## src/hw/gpio_ports_pkg.sv

```systemverilog
// Package for the four-port GPIO block: register map, masks, carriers.
// Assumes a 32-bit APB slave; one aligned word per register.
package gpio_ports_pkg;

  // ---------------------------------------------------------------
  // Geometry
  // ---------------------------------------------------------------
  localparam int unsigned NUM_PORTS  = 4;
  localparam int unsigned PORT_W     = 8;
  localparam int unsigned ADDR_W     = 8;
  localparam int unsigned PORT_D     = 0;
  localparam int unsigned PORT_E     = 1;
  localparam int unsigned PORT_F     = 2;
  localparam int unsigned PORT_G     = 3;
  localparam int unsigned ALT_G_W    = 5;

  // ---------------------------------------------------------------
  // Register map: port n at PORT_STRIDE * n
  // ---------------------------------------------------------------
  localparam logic [ADDR_W-1:0] PORT_STRIDE     = 8'h10;
  localparam logic [ADDR_W-1:0] OFS_OUTPUT      = 8'h00;
  localparam logic [ADDR_W-1:0] OFS_DIRECTION   = 8'h04;
  localparam logic [ADDR_W-1:0] OFS_PIN_LEVEL   = 8'h08;
  localparam logic [ADDR_W-1:0] ADDR_LEGACY_CTL = 8'h40;
  localparam logic [1:0]        PORT_SEL_LSB    = 2'h0;
  localparam int unsigned       PORT_SEL_BIT    = 4;
  localparam int unsigned       LEGACY_BIT      = 0;

  // ---------------------------------------------------------------
  // Reset values and implemented-bit masks
  // ---------------------------------------------------------------
  localparam logic [PORT_W-1:0] PORT_RESET  = 8'h00;
  localparam logic [PORT_W-1:0] MASK_FULL   = 8'hff;
  localparam logic [PORT_W-1:0] MASK_G      = 8'h1f;
  localparam logic [31:0]       RDATA_ZERO  = 32'h0000_0000;

  // ---------------------------------------------------------------
  // Carriers
  // ---------------------------------------------------------------
  typedef struct packed {
    logic [PORT_W-1:0] out_data;
    logic [PORT_W-1:0] direction;
  } port_state_t;

  typedef struct packed {
    logic [PORT_W-1:0] level;
    logic [PORT_W-1:0] enable;
  } pin_drive_t;

  typedef struct packed {
    logic [ADDR_W-1:0] addr;
    logic              write;
    logic [31:0]       wdata;
    logic              strb0;
  } apb_req_t;

endpackage

```

## src/hw/gpio_ports_d_to_g.sv

```systemverilog
// Four GPIO ports (three of eight bits, one of five) behind an APB slave.
// Assumes pins and alternate-function signals are synchronous to clk_sys_i.
`timescale 1ns/100ps
module gpio_ports_d_to_g (
  input  wire logic                     clk_sys_i,
  input  wire logic                     rst_b_i,
  input  wire logic                     psel_i,
  input  wire logic                     penable_i,
  input  wire logic                     pwrite_i,
  input  wire logic [7:0]               paddr_i,
  input  wire logic [31:0]              pwdata_i,
  input  wire logic [3:0]               pstrb_i,
  output logic                          pready_o,
  output logic [31:0]                   prdata_o,
  output logic                          pslverr_o,
  input  wire logic [3:0][7:0]          pin_in_i,
  output logic      [3:0][7:0]          pin_out_o,
  output logic      [3:0][7:0]          pin_oe_o,
  input  wire logic [4:0]               alt_g_out_i,
  input  wire logic [4:0]               alt_g_oe_i,
  output logic                          legacy_mode_o
);

  // ---------------------------------------------------------------
  // State
  // ---------------------------------------------------------------
  gpio_ports_pkg::port_state_t [3:0] ports_reg;
  gpio_ports_pkg::port_state_t [3:0] ports_next;
  gpio_ports_pkg::pin_drive_t  [3:0] drive_reg;
  gpio_ports_pkg::pin_drive_t  [3:0] drive_next;
  logic                              legacy_reg;
  logic                              legacy_next;
  logic [31:0]                       rdata_reg;
  logic [31:0]                       rdata_next;
  logic                              err_reg;
  logic                              err_next;

  gpio_ports_pkg::apb_req_t req;
  logic [1:0] sel_port;
  logic [7:0] sel_ofs;
  logic       is_ctl;
  logic       is_port;
  logic       blocked;
  logic       setup;
  logic       wr_access;
  logic [7:0] wbyte;

  assign req.addr  = paddr_i;
  assign req.write = pwrite_i;
  assign req.wdata = pwdata_i;
  assign req.strb0 = pstrb_i[0];
  assign setup     = psel_i & ~penable_i;
  assign wr_access = psel_i & penable_i & req.write & ~err_reg;
  assign wbyte     = req.wdata[7:0];

  // ---------------------------------------------------------------
  // Address decode
  // ---------------------------------------------------------------
  function automatic logic [7:0] port_mask(input logic [1:0] p);
    port_mask = (p == 2'(gpio_ports_pkg::PORT_G)) ?
                gpio_ports_pkg::MASK_G : gpio_ports_pkg::MASK_FULL;
  endfunction

  always_comb begin
    sel_port = req.addr[gpio_ports_pkg::PORT_SEL_BIT +: 2];
    sel_ofs  = req.addr & 8'h0f;
    is_ctl   = (req.addr == gpio_ports_pkg::ADDR_LEGACY_CTL);
    is_port  = (req.addr[7:6] == gpio_ports_pkg::PORT_SEL_LSB) &&
               ((sel_ofs == gpio_ports_pkg::OFS_OUTPUT) ||
                (sel_ofs == gpio_ports_pkg::OFS_DIRECTION) ||
                (sel_ofs == gpio_ports_pkg::OFS_PIN_LEVEL));
    blocked  = 1'b0;
    if (legacy_reg) begin
      if (sel_port == 2'(gpio_ports_pkg::PORT_G)) begin
        blocked = 1'b1;
      end else if (sel_port == 2'(gpio_ports_pkg::PORT_F) &&
                   sel_ofs != gpio_ports_pkg::OFS_PIN_LEVEL) begin
        blocked = 1'b1;
      end
    end
  end

  // ---------------------------------------------------------------
  // Read data and error, captured in the setup cycle
  // ---------------------------------------------------------------
  always_comb begin
    rdata_next = rdata_reg;
    err_next   = err_reg;
    if (setup) begin
      rdata_next = gpio_ports_pkg::RDATA_ZERO;
      err_next   = 1'b0;
      if (is_ctl) begin
        rdata_next[gpio_ports_pkg::LEGACY_BIT] = legacy_reg;
      end else if (!is_port || blocked) begin
        err_next = 1'b1;
      end else if (!req.write) begin
        unique case (sel_ofs)
          gpio_ports_pkg::OFS_OUTPUT:
            rdata_next[7:0] = ports_reg[sel_port].out_data;
          gpio_ports_pkg::OFS_DIRECTION:
            rdata_next[7:0] = ports_reg[sel_port].direction;
          default:
            rdata_next[7:0] = pin_in_i[sel_port] &
                              port_mask(sel_port);
        endcase
      end
    end
  end

  // ---------------------------------------------------------------
  // Register writes
  // ---------------------------------------------------------------
  always_comb begin
    ports_next  = ports_reg;
    legacy_next = legacy_reg;
    if (wr_access && req.strb0) begin
      if (is_ctl) begin
        legacy_next = req.wdata[gpio_ports_pkg::LEGACY_BIT];
      end else if (sel_ofs == gpio_ports_pkg::OFS_OUTPUT) begin
        ports_next[sel_port].out_data =
          wbyte & port_mask(sel_port);
      end else if (sel_ofs == gpio_ports_pkg::OFS_DIRECTION) begin
        ports_next[sel_port].direction =
          wbyte & port_mask(sel_port);
      end
      // Pin-level writes fall through and change nothing
    end
  end

  // ---------------------------------------------------------------
  // Pin drive, one entry per port
  // ---------------------------------------------------------------
  for (genvar p = 0; p < gpio_ports_pkg::NUM_PORTS; p++) begin : g_drive
    always_comb begin
      drive_next[p].level  = ports_reg[p].out_data;
      drive_next[p].enable = ports_reg[p].direction;
      if (legacy_reg && p == gpio_ports_pkg::PORT_F) begin
        drive_next[p].enable = gpio_ports_pkg::PORT_RESET;
      end
      if (legacy_reg && p == gpio_ports_pkg::PORT_G) begin
        drive_next[p].level  = {3'h0, alt_g_out_i};
        drive_next[p].enable = {3'h0, alt_g_oe_i};
      end
    end
    assign pin_out_o[p] = drive_reg[p].level;
    assign pin_oe_o[p]  = drive_reg[p].enable;
  end

  always_ff @(posedge clk_sys_i or negedge rst_b_i) begin
    if (!rst_b_i) begin
      for (int p = 0; p < gpio_ports_pkg::NUM_PORTS; p++) begin
        ports_reg[p].out_data  <= gpio_ports_pkg::PORT_RESET;
        ports_reg[p].direction <= gpio_ports_pkg::PORT_RESET;
        drive_reg[p].level     <= gpio_ports_pkg::PORT_RESET;
        drive_reg[p].enable    <= gpio_ports_pkg::PORT_RESET;
      end
      legacy_reg <= 1'b0;
      rdata_reg  <= gpio_ports_pkg::RDATA_ZERO;
      err_reg    <= 1'b0;
    end else begin
      ports_reg  <= ports_next;
      drive_reg  <= drive_next;
      legacy_reg <= legacy_next;
      rdata_reg  <= rdata_next;
      err_reg    <= err_next;
    end
  end

  assign pready_o      = 1'b1;
  assign prdata_o      = rdata_reg;
  assign pslverr_o     = psel_i & penable_i & err_reg;
  assign legacy_mode_o = legacy_reg;

  // ---------------------------------------------------------------
  // Checks
  // ---------------------------------------------------------------
  logic wr_d_out;
  logic wr_e_dir;
  logic wr_g_out;
  logic rd_d_pin;
  logic wr_pin_lvl;
  logic acc_f_legacy;
  assign wr_d_out = wr_access && req.strb0 && sel_port == 2'h0 &&
                    sel_ofs == gpio_ports_pkg::OFS_OUTPUT && is_port;
  assign wr_e_dir = wr_access && req.strb0 && sel_port == 2'h1 &&
                    sel_ofs == gpio_ports_pkg::OFS_DIRECTION && is_port;
  assign wr_g_out = psel_i && penable_i && req.write && req.strb0 &&
                    sel_port == 2'h3 && is_port &&
                    sel_ofs == gpio_ports_pkg::OFS_OUTPUT;
  assign rd_d_pin = setup && !req.write && is_port && sel_port == 2'h0 &&
                    sel_ofs == gpio_ports_pkg::OFS_PIN_LEVEL;
  assign wr_pin_lvl = wr_access && req.strb0 && is_port &&
                      sel_ofs == gpio_ports_pkg::OFS_PIN_LEVEL;
  assign acc_f_legacy = psel_i && penable_i && legacy_reg && is_port &&
                        sel_port == 2'h2 &&
                        sel_ofs != gpio_ports_pkg::OFS_PIN_LEVEL;

  property p_out_write;
    @(posedge clk_sys_i) disable iff (!rst_b_i)
    wr_d_out |=> ports_reg[0].out_data == $past(pwdata_i[7:0]);
  endproperty
  a_out_write: assert property (p_out_write)
    else $error("output data write lost");

  property p_dir_write;
    @(posedge clk_sys_i) disable iff (!rst_b_i)
    wr_e_dir |=> ##1 pin_oe_o[1] == $past(pwdata_i[7:0], 2);
  endproperty
  a_dir_write: assert property (p_dir_write)
    else $error("direction write did not reach pin enable");

  property p_pin_read;
    @(posedge clk_sys_i) disable iff (!rst_b_i)
    rd_d_pin |=> prdata_o == {24'h0, $past(pin_in_i[0])};
  endproperty
  a_pin_read: assert property (p_pin_read)
    else $error("pin level read mismatch");

  property p_g_upper_zero;
    @(posedge clk_sys_i) disable iff (!rst_b_i)
    ports_reg[3].out_data[7:5] == 3'h0 && ports_reg[3].direction[7:5] == 3'h0
    && pin_oe_o[3][7:5] == 3'h0;
  endproperty
  a_g_upper_zero: assert property (p_g_upper_zero)
    else $error("unimplemented port bits set");

  property p_g_write;
    @(posedge clk_sys_i) disable iff (!rst_b_i)
    wr_g_out && !legacy_reg && !err_reg |=>
      ports_reg[3].out_data == ($past(pwdata_i[7:0]) & 8'h1f);
  endproperty
  a_g_write: assert property (p_g_write)
    else $error("five-bit port write wrong");

  property p_legacy_f_input;
    @(posedge clk_sys_i) disable iff (!rst_b_i)
    legacy_reg [*2] |-> pin_oe_o[2] == 8'h00;
  endproperty
  a_legacy_f_input: assert property (p_legacy_f_input)
    else $error("legacy input-only port driven");

  property p_legacy_g_locked;
    @(posedge clk_sys_i) disable iff (!rst_b_i)
    wr_g_out && legacy_reg |-> pslverr_o ##1 $stable(ports_reg[3]);
  endproperty
  a_legacy_g_locked: assert property (p_legacy_g_locked)
    else $error("legacy port reachable");

  property p_legacy_g_alt;
    @(posedge clk_sys_i) disable iff (!rst_b_i)
    legacy_reg |=> pin_out_o[3][4:0] == $past(alt_g_out_i) &&
                   pin_oe_o[3][4:0] == $past(alt_g_oe_i);
  endproperty
  a_legacy_g_alt: assert property (p_legacy_g_alt)
    else $error("alternate function not on pins");

  property p_drive_follow;
    @(posedge clk_sys_i) disable iff (!rst_b_i)
    1'b1 |=> pin_oe_o[0] == $past(ports_reg[0].direction) &&
             pin_out_o[0] == $past(ports_reg[0].out_data);
  endproperty
  a_drive_follow: assert property (p_drive_follow)
    else $error("pin drive does not follow registers");

  property p_pin_write_ignored;
    @(posedge clk_sys_i) disable iff (!rst_b_i)
    wr_pin_lvl |=> $stable(ports_reg) && $stable(legacy_reg);
  endproperty
  a_pin_write_ignored: assert property (p_pin_write_ignored)
    else $error("pin-level write changed state");

  // ---------------------------------------------------------------
  // Refused accesses and coverage
  // ---------------------------------------------------------------
  property p_legacy_f_locked;
    @(posedge clk_sys_i) disable iff (!rst_b_i)
    acc_f_legacy |-> pslverr_o ##1 $stable(ports_reg[2]);
  endproperty
  a_legacy_f_locked: assert property (p_legacy_f_locked)
    else $error("legacy input-only port registers reachable");

  property p_refused_read_zero;
    @(posedge clk_sys_i) disable iff (!rst_b_i)
    setup && blocked |=> prdata_o == gpio_ports_pkg::RDATA_ZERO && err_reg;
  endproperty
  a_refused_read_zero: assert property (p_refused_read_zero)
    else $error("refused access returned data");

  c_write_d: cover property (@(posedge clk_sys_i) wr_d_out);
  c_read_pin: cover property (@(posedge clk_sys_i) rd_d_pin);
  c_legacy: cover property (@(posedge clk_sys_i) $rose(legacy_reg));
  c_error: cover property (@(posedge clk_sys_i) pslverr_o);
  c_legacy_f_refused: cover property (@(posedge clk_sys_i) acc_f_legacy);

endmodule

```

## config.mk

```make
export PLATFORM = sky130hd
export DESIGN_NAME = gpio_ports_d_to_g
export DESIGN_NICKNAME = d
export VERILOG_FILES = /design/src/hw/gpio_ports_pkg.sv /design/src/hw/gpio_ports_d_to_g.sv
export SDC_FILE = /design/constraint.sdc
export NUM_CORES = 1
export LEC_CHECK = 0
export ABC_AREA = 0
export BUFFER_PORTS_ARGS = -buffer_cell sky130_fd_sc_hd__buf_2
export CAP_MARGIN = 5
export CORE_MARGIN = 4
export CORE_UTILIZATION = 50
export DETAILED_ROUTE_END_ITERATION = 8
export GPL_TIMING_DRIVEN = 0
export PLACE_DENSITY = 0.79
export SYNTH_ARGS = -nofsm -noshare
export SYNTH_HDL_FRONTEND = slang
export SYNTH_SLANG_ARGS = --single-unit
```

## constraint.sdc

```tcl
create_clock -name clk_sys_i -period 4.2 [get_ports clk_sys_i]
set_input_delay 0.84 -clock clk_sys_i [delete_from_list [all_inputs] [get_ports clk_sys_i]]
set_output_delay 0.84 -clock clk_sys_i [all_outputs]
set_load 0.1 [all_outputs]
```

# After elaboration in Yosys (flattened, before gate mapping)
# Index checks and enable logic that the tools add are counted.
[totals]
ff_bits = 138
wordCells = 75
[classes]
mux = 25
n_reduce_logical = 13
order_cmp = 2
eq_ne = 6
n_bitwise = 10
[op_table]
columns = ["op", "count"]
rows = [
  ["bitwise mux 64 bit", 2],
  ["2-to-1 mux 64 bit", 2],
  ["demux 16 bit (select 2 bit)", 2],
  ["2-to-1 mux 16 bit", 3],
  ["2-to-1 mux 8 bit", 6],
  ["binary-select mux 16 bit (select 2 bit)", 1],
  ["AND 8 bit", 2],
  ["binary-select mux 8 bit (select 2 bit)", 1],
  ["case mux 8 bit (2 select lines)", 1],
  ["== test 8 x 7 -> 1 bit, second input constant", 1],
  ["zero test 8 bit", 1],
  ["2-to-1 mux 7 bit", 1],
  ["2-to-1 mux 1 bit", 6],
  ["AND 1 bit", 5],
  ["== test 2 bit, second input constant", 2],
  ["== test 4 x 3 -> 1 bit, second input constant", 1],
  ["== test 4 bit, second input constant", 1],
  ["logical AND 1 bit", 4],
  ["!= test 4 bit, second input constant", 1],
  ["logical OR 1 bit", 3],
  ["< comparator 2 x 3 -> 1 bit, second input constant", 1],
  ["NOT 1 bit", 3],
  ["AND reduction 3 bit", 1],
  ["greater-or-equal comparator 2 x 1 -> 1 bit, second input constant", 1],
  ["4 further kinds", 4],
]

# Longest topological paths before layout
[logic_depth]
word_depth = 8
mapped_depth = 7
ltp_nobuf = 4

# Worst setup path before layout
# Ideal clock, no wire load.
[synth_timing]
kind = "in2out"
start = "input penable_i"
end = "output pslverr_o"
path_buffers = 0
setup_slack_ps = 1746
required_ps = 3360
arrival_ps = 1614
cell_stages = 1
path_cell_list = "and3_1"
[synth_between]
elab_chain_cells = 2
[synth_rtl]
columns = ["item", "line", "source"]
rows = [
  ["start: declaration", "gpio_ports_d_to_g.sv:8", "input wire logic penable_i,"],
  ["AND 1 bit (2 in series)", "gpio_ports_d_to_g.sv:171", "assign pslverr_o = psel_i & penable_i & err_reg;"],
  ["end: declaration", "gpio_ports_d_to_g.sv:15", "output logic pslverr_o,"],
]
# No other way between the ends.

# Worst setup path after layout
[layout_timing]
start = "input paddr_i[1]"
end = "register ports_reg[56] (netlist name)"
[layout_between]
elab_chain_cells = 3
[layout_rtl]
columns = ["item", "line", "source"]
rows = [
  ["start: declaration", "gpio_ports_d_to_g.sv:10", "input wire logic [7:0] paddr_i,"],
  ["== test 4 x 3 -> 1 bit, or another cell as far along", "gpio_ports_d_to_g.sv:122", "end else if (sel_ofs == gpio_ports_pkg::OFS_DIRECTION) begin"],
  ["nonzero test 2 bit (no source line) or NOT 1 bit (tied branches)", "--", ""],
  ["AND reduction 3 bit (no source line)", "--", ""],
  ["end signal: assignment", "gpio_ports_d_to_g.sv:161", "ports_reg <= ports_next;"],
  ["end: declaration", "gpio_ports_d_to_g.sv:27", "gpio_ports_pkg::port_state_t [3:0] ports_reg;"],
]
# Parallel ways exist; a longest one is shown, timed or not.
# A chain may end at the register's enable or synchronous reset.

==> results_dict.tcl <==
set metrics [dict create \
    layout_min_cycle_time_ps 2900 \
    p_leak_uw 0.00397 \
    tightestPinTransition_ps 1070 \
    grt_max_degree 80 \
    muxShareOfSynthArea_pct 22.3 \
    vias_per_cell 5.38 \
    synth_area_um2 5650 \
    yosys_warnings 0 \
    synthCells 394 \
    worstPathCellList "buf_2, nor3_2, nand3_1, nor3_2, mux2_2" \
    placed_cell_area_um2 6610 \
    rr_startpoint "err_reg" \
    cts.repair.resized 0 \
    grt_setup_unrepaired "no" \
    rr_worst_depth 4 \
    grt_pass1_wl_mm 22.7 \
    syn_avg_cell_area_um2 14.4 \
    slowest_stage "nor3_2" \
    synth-simple-area-share_pct 8.28 \
    worstSetupStartpoint "paddr_i[1]" \
    crit_path_end "ports_reg[56]" \
    r2r_end "ports_reg[56]" \
    crit_family "simple AND/OR/NAND/NOR gates" \
    cts_buffer_depth 2 \
    routabilityCongestion 0.831 \
    hp-class "primary input to async pin" \
    ys_seq_area_share_pct 61.1 \
    ys_ff_latch 138 \
    synth_compound_area_share_pct 3.63 \
    synthAdderAreaFrac_pct 0 \
    ys.flop_type "dfrtp_1" \
    num_rows 38 \
    synth_top_family_by_area "multiplexers" \
    clock-root-buffer "clkbuf_16" \
    io_pins 190 \
    cts_buffers 17 \
    chipHeight_um 114 \
    cts_sinks 138 \
    min_period_over_period_pct 69.0 \
    cts_max_level 4 \
    drt-total-wl_mm 14.8 \
    wl_per_cell_um 20.5 \
    dieArea_um2 13100 \
    grtUsageTotal_pct 23.7 \
    path_class "primary input to flip-flop" \
    yosysUniqueCellTypes 35 \
    powerDensity_nw_per_um2 462 \
    fmax_ghz 0.345 \
    vdd_drop_max_v 0.000259 \
    drcViolationCount 0 \
    max_stage_delay_ps 910 \
    core_um2 10900 \
    setup_viol_count_final 0 \
    slew_viol_final 0 \
    rrSetupSlack_ps 1980 \
    synth-xor-area-share_pct 0 \
    overflow 0 \
    fin_util_pct 66.4 \
    postCtsHoldBufs 0 \
    worst_clock_skew_ps 11.3 \
    required_ps 4500 \
    post-cts-setup-buffer-count 0 \
    critPathBufInv 1 \
    detail-route-antenna-nets 0 \
    status "finished clean" \
    clock_latency_ps 420 \
    largest_reg_flops 40 \
    cts_tree "done" \
    grt_pass1_vias 4106 \
    n_antenna_cell 0 \
    hpwl_mm 10.1 \
    slew_headroom_pct 28.6 \
    worstPathArrival_ps 3200 \
    drtIter0Drc 202 \
    start_util_pct 51.7 \
    synthArstFlopShare_pct 100 \
    endpoint_kind "flip-flop" \
    path_depth 5 \
    areaGrowthSynthToFinish_pct 28.4 \
    cap_violations 0 \
    setup_tns_ps 0 \
    final_layout_size_suffix_gt1_share_pct 48.9 \
    nNetsFinal 660 \
    stdcell_area_um2 7260 \
    synth-edff-count 0 \
    crit_top_cell "nor3_2" \
    cp-start-kind "primary input" \
    vias 3881 \
    port_buffers 132 \
    drtPass1Iterations 4 \
    finalHoldViolCount 0 \
    critPathMaxFanout 8 \
    die_w_um 114 \
    path_clk_slew_ps 60 \
    hold_ws_ps 384 \
    antenna_found_initial 1 \
]
[layout by cell type (no fill, tap or decap), types with 3 or more instances in the layout]
master	netlist	final
nand2_1	16	16
o31ai_1	8	8
nor3_1	5	5
buf_4	26	26
nand2b_1	5	5
bufinv_16	0	5
and2_1	5	5
mux4_2	11	11
nor4_1	3	3
o22ai_1	10	10
nand3_1	3	3
mux2_2	72	72
dfrtp_1	138	138
nor2b_1	22	22
nor2_1	9	9
a211oi_1	6	6
mux2i_1	20	20
clkbuf_16	0	17
clkbuf_1	9	10
buf_2	5	136
conb_1	2	25
[Yosys cell counts (2+ instances only)]
cell	instances	area (um^2)
mux2_2	72	811
o31ai_1	8	60.1
mux2i_1	20	200
nand2_1	16	60.1
buf_2	5	25.0
buf_4	26	195
o22ai_1	10	62.6
nor3_2	2	20.0
nor2b_1	22	138
conb_1	2	7.51
nor4_1	3	18.8
and2_1	5	31.3
mux4_2	11	248
nor3_1	5	25.0
nor2_1	9	33.8
a211oi_1	6	45.0
nand3_2	2	20.0
nand3_1	3	15.0
nand2b_1	5	31.3
dfrtp_1	138	3450
clkbuf_1	9	33.8
inv_1	2	7.51
[layer usage]
layer | share of wire (%) | global-route usage, % | wire (um)
met5 | 0.047 | 0 | 7
met4 | 2.4 | 9.98 | 362
met3 | 8.4 | 6.77 | 1240
met2 | 50 | 38.5 | 7390
met1 | 39 | 30.0 | 5800
[report_power, final]
group          internal (uW)  switching, uW  total [uW]
combinational           87.0            279         366
sequential              1350           11.0        1360
clock                   1080            548        1630
[cell type report]
class | instances | area (um^2)
clock buffers | 20 | 457
fillers | 825 | 3680
well taps | 140 | 175
inverters | 2 | 7.51
clock inverters | 11 | 193
plain buffers | 40 | 254
multi-input cells | 237 | 2030
repair buffers | 133 | 694
flip-flops and latches | 138 | 3450
[worst reg2reg max path: stages (launching register included)]
cell     delay, ps
dfrtp_1        390
and4b_1        250
nand3_1        140
nor3_2         910
mux2_2         420
[logic make-up after synthesis]
logic type,after synthesis
mux,103
buf+inv,42
simple gates,80
flops,138
compound gates,29
other cells,2
[worst min-delay path by stage]
stage	from	to	slack [ps]	depth (start not counted)
6_report	rst_b_i	pin_out_o[30]	380	1
5_1_grt	drive_next[20]	pin_oe_o[12]	410	0
4_1_cts	rst_b_i	pin_out_o[30]	400	1
3_5_place_dp	drive_next[31]	pin_out_o[15]	380	0
3_3_place_gp	drive_next[14]	pin_out_o[6]	370	0
2_1_floorplan	drive_next[16]	pin_oe_o[8]	360	0
[metrics by stage]
step | setup slack [ps] | power, uW | instances
after floorplan | 1750 | 1650 | 417
after global placement | 601 | 1740 | 689
after detailed placement | 908 | 1750 | 690
after CTS | 1340 | 3370 | 721
after global routing | 1240 | 3450 | 721
final | 1300 | 3360 | 721
No activity file was read; power rests on OpenSTA's default activity.
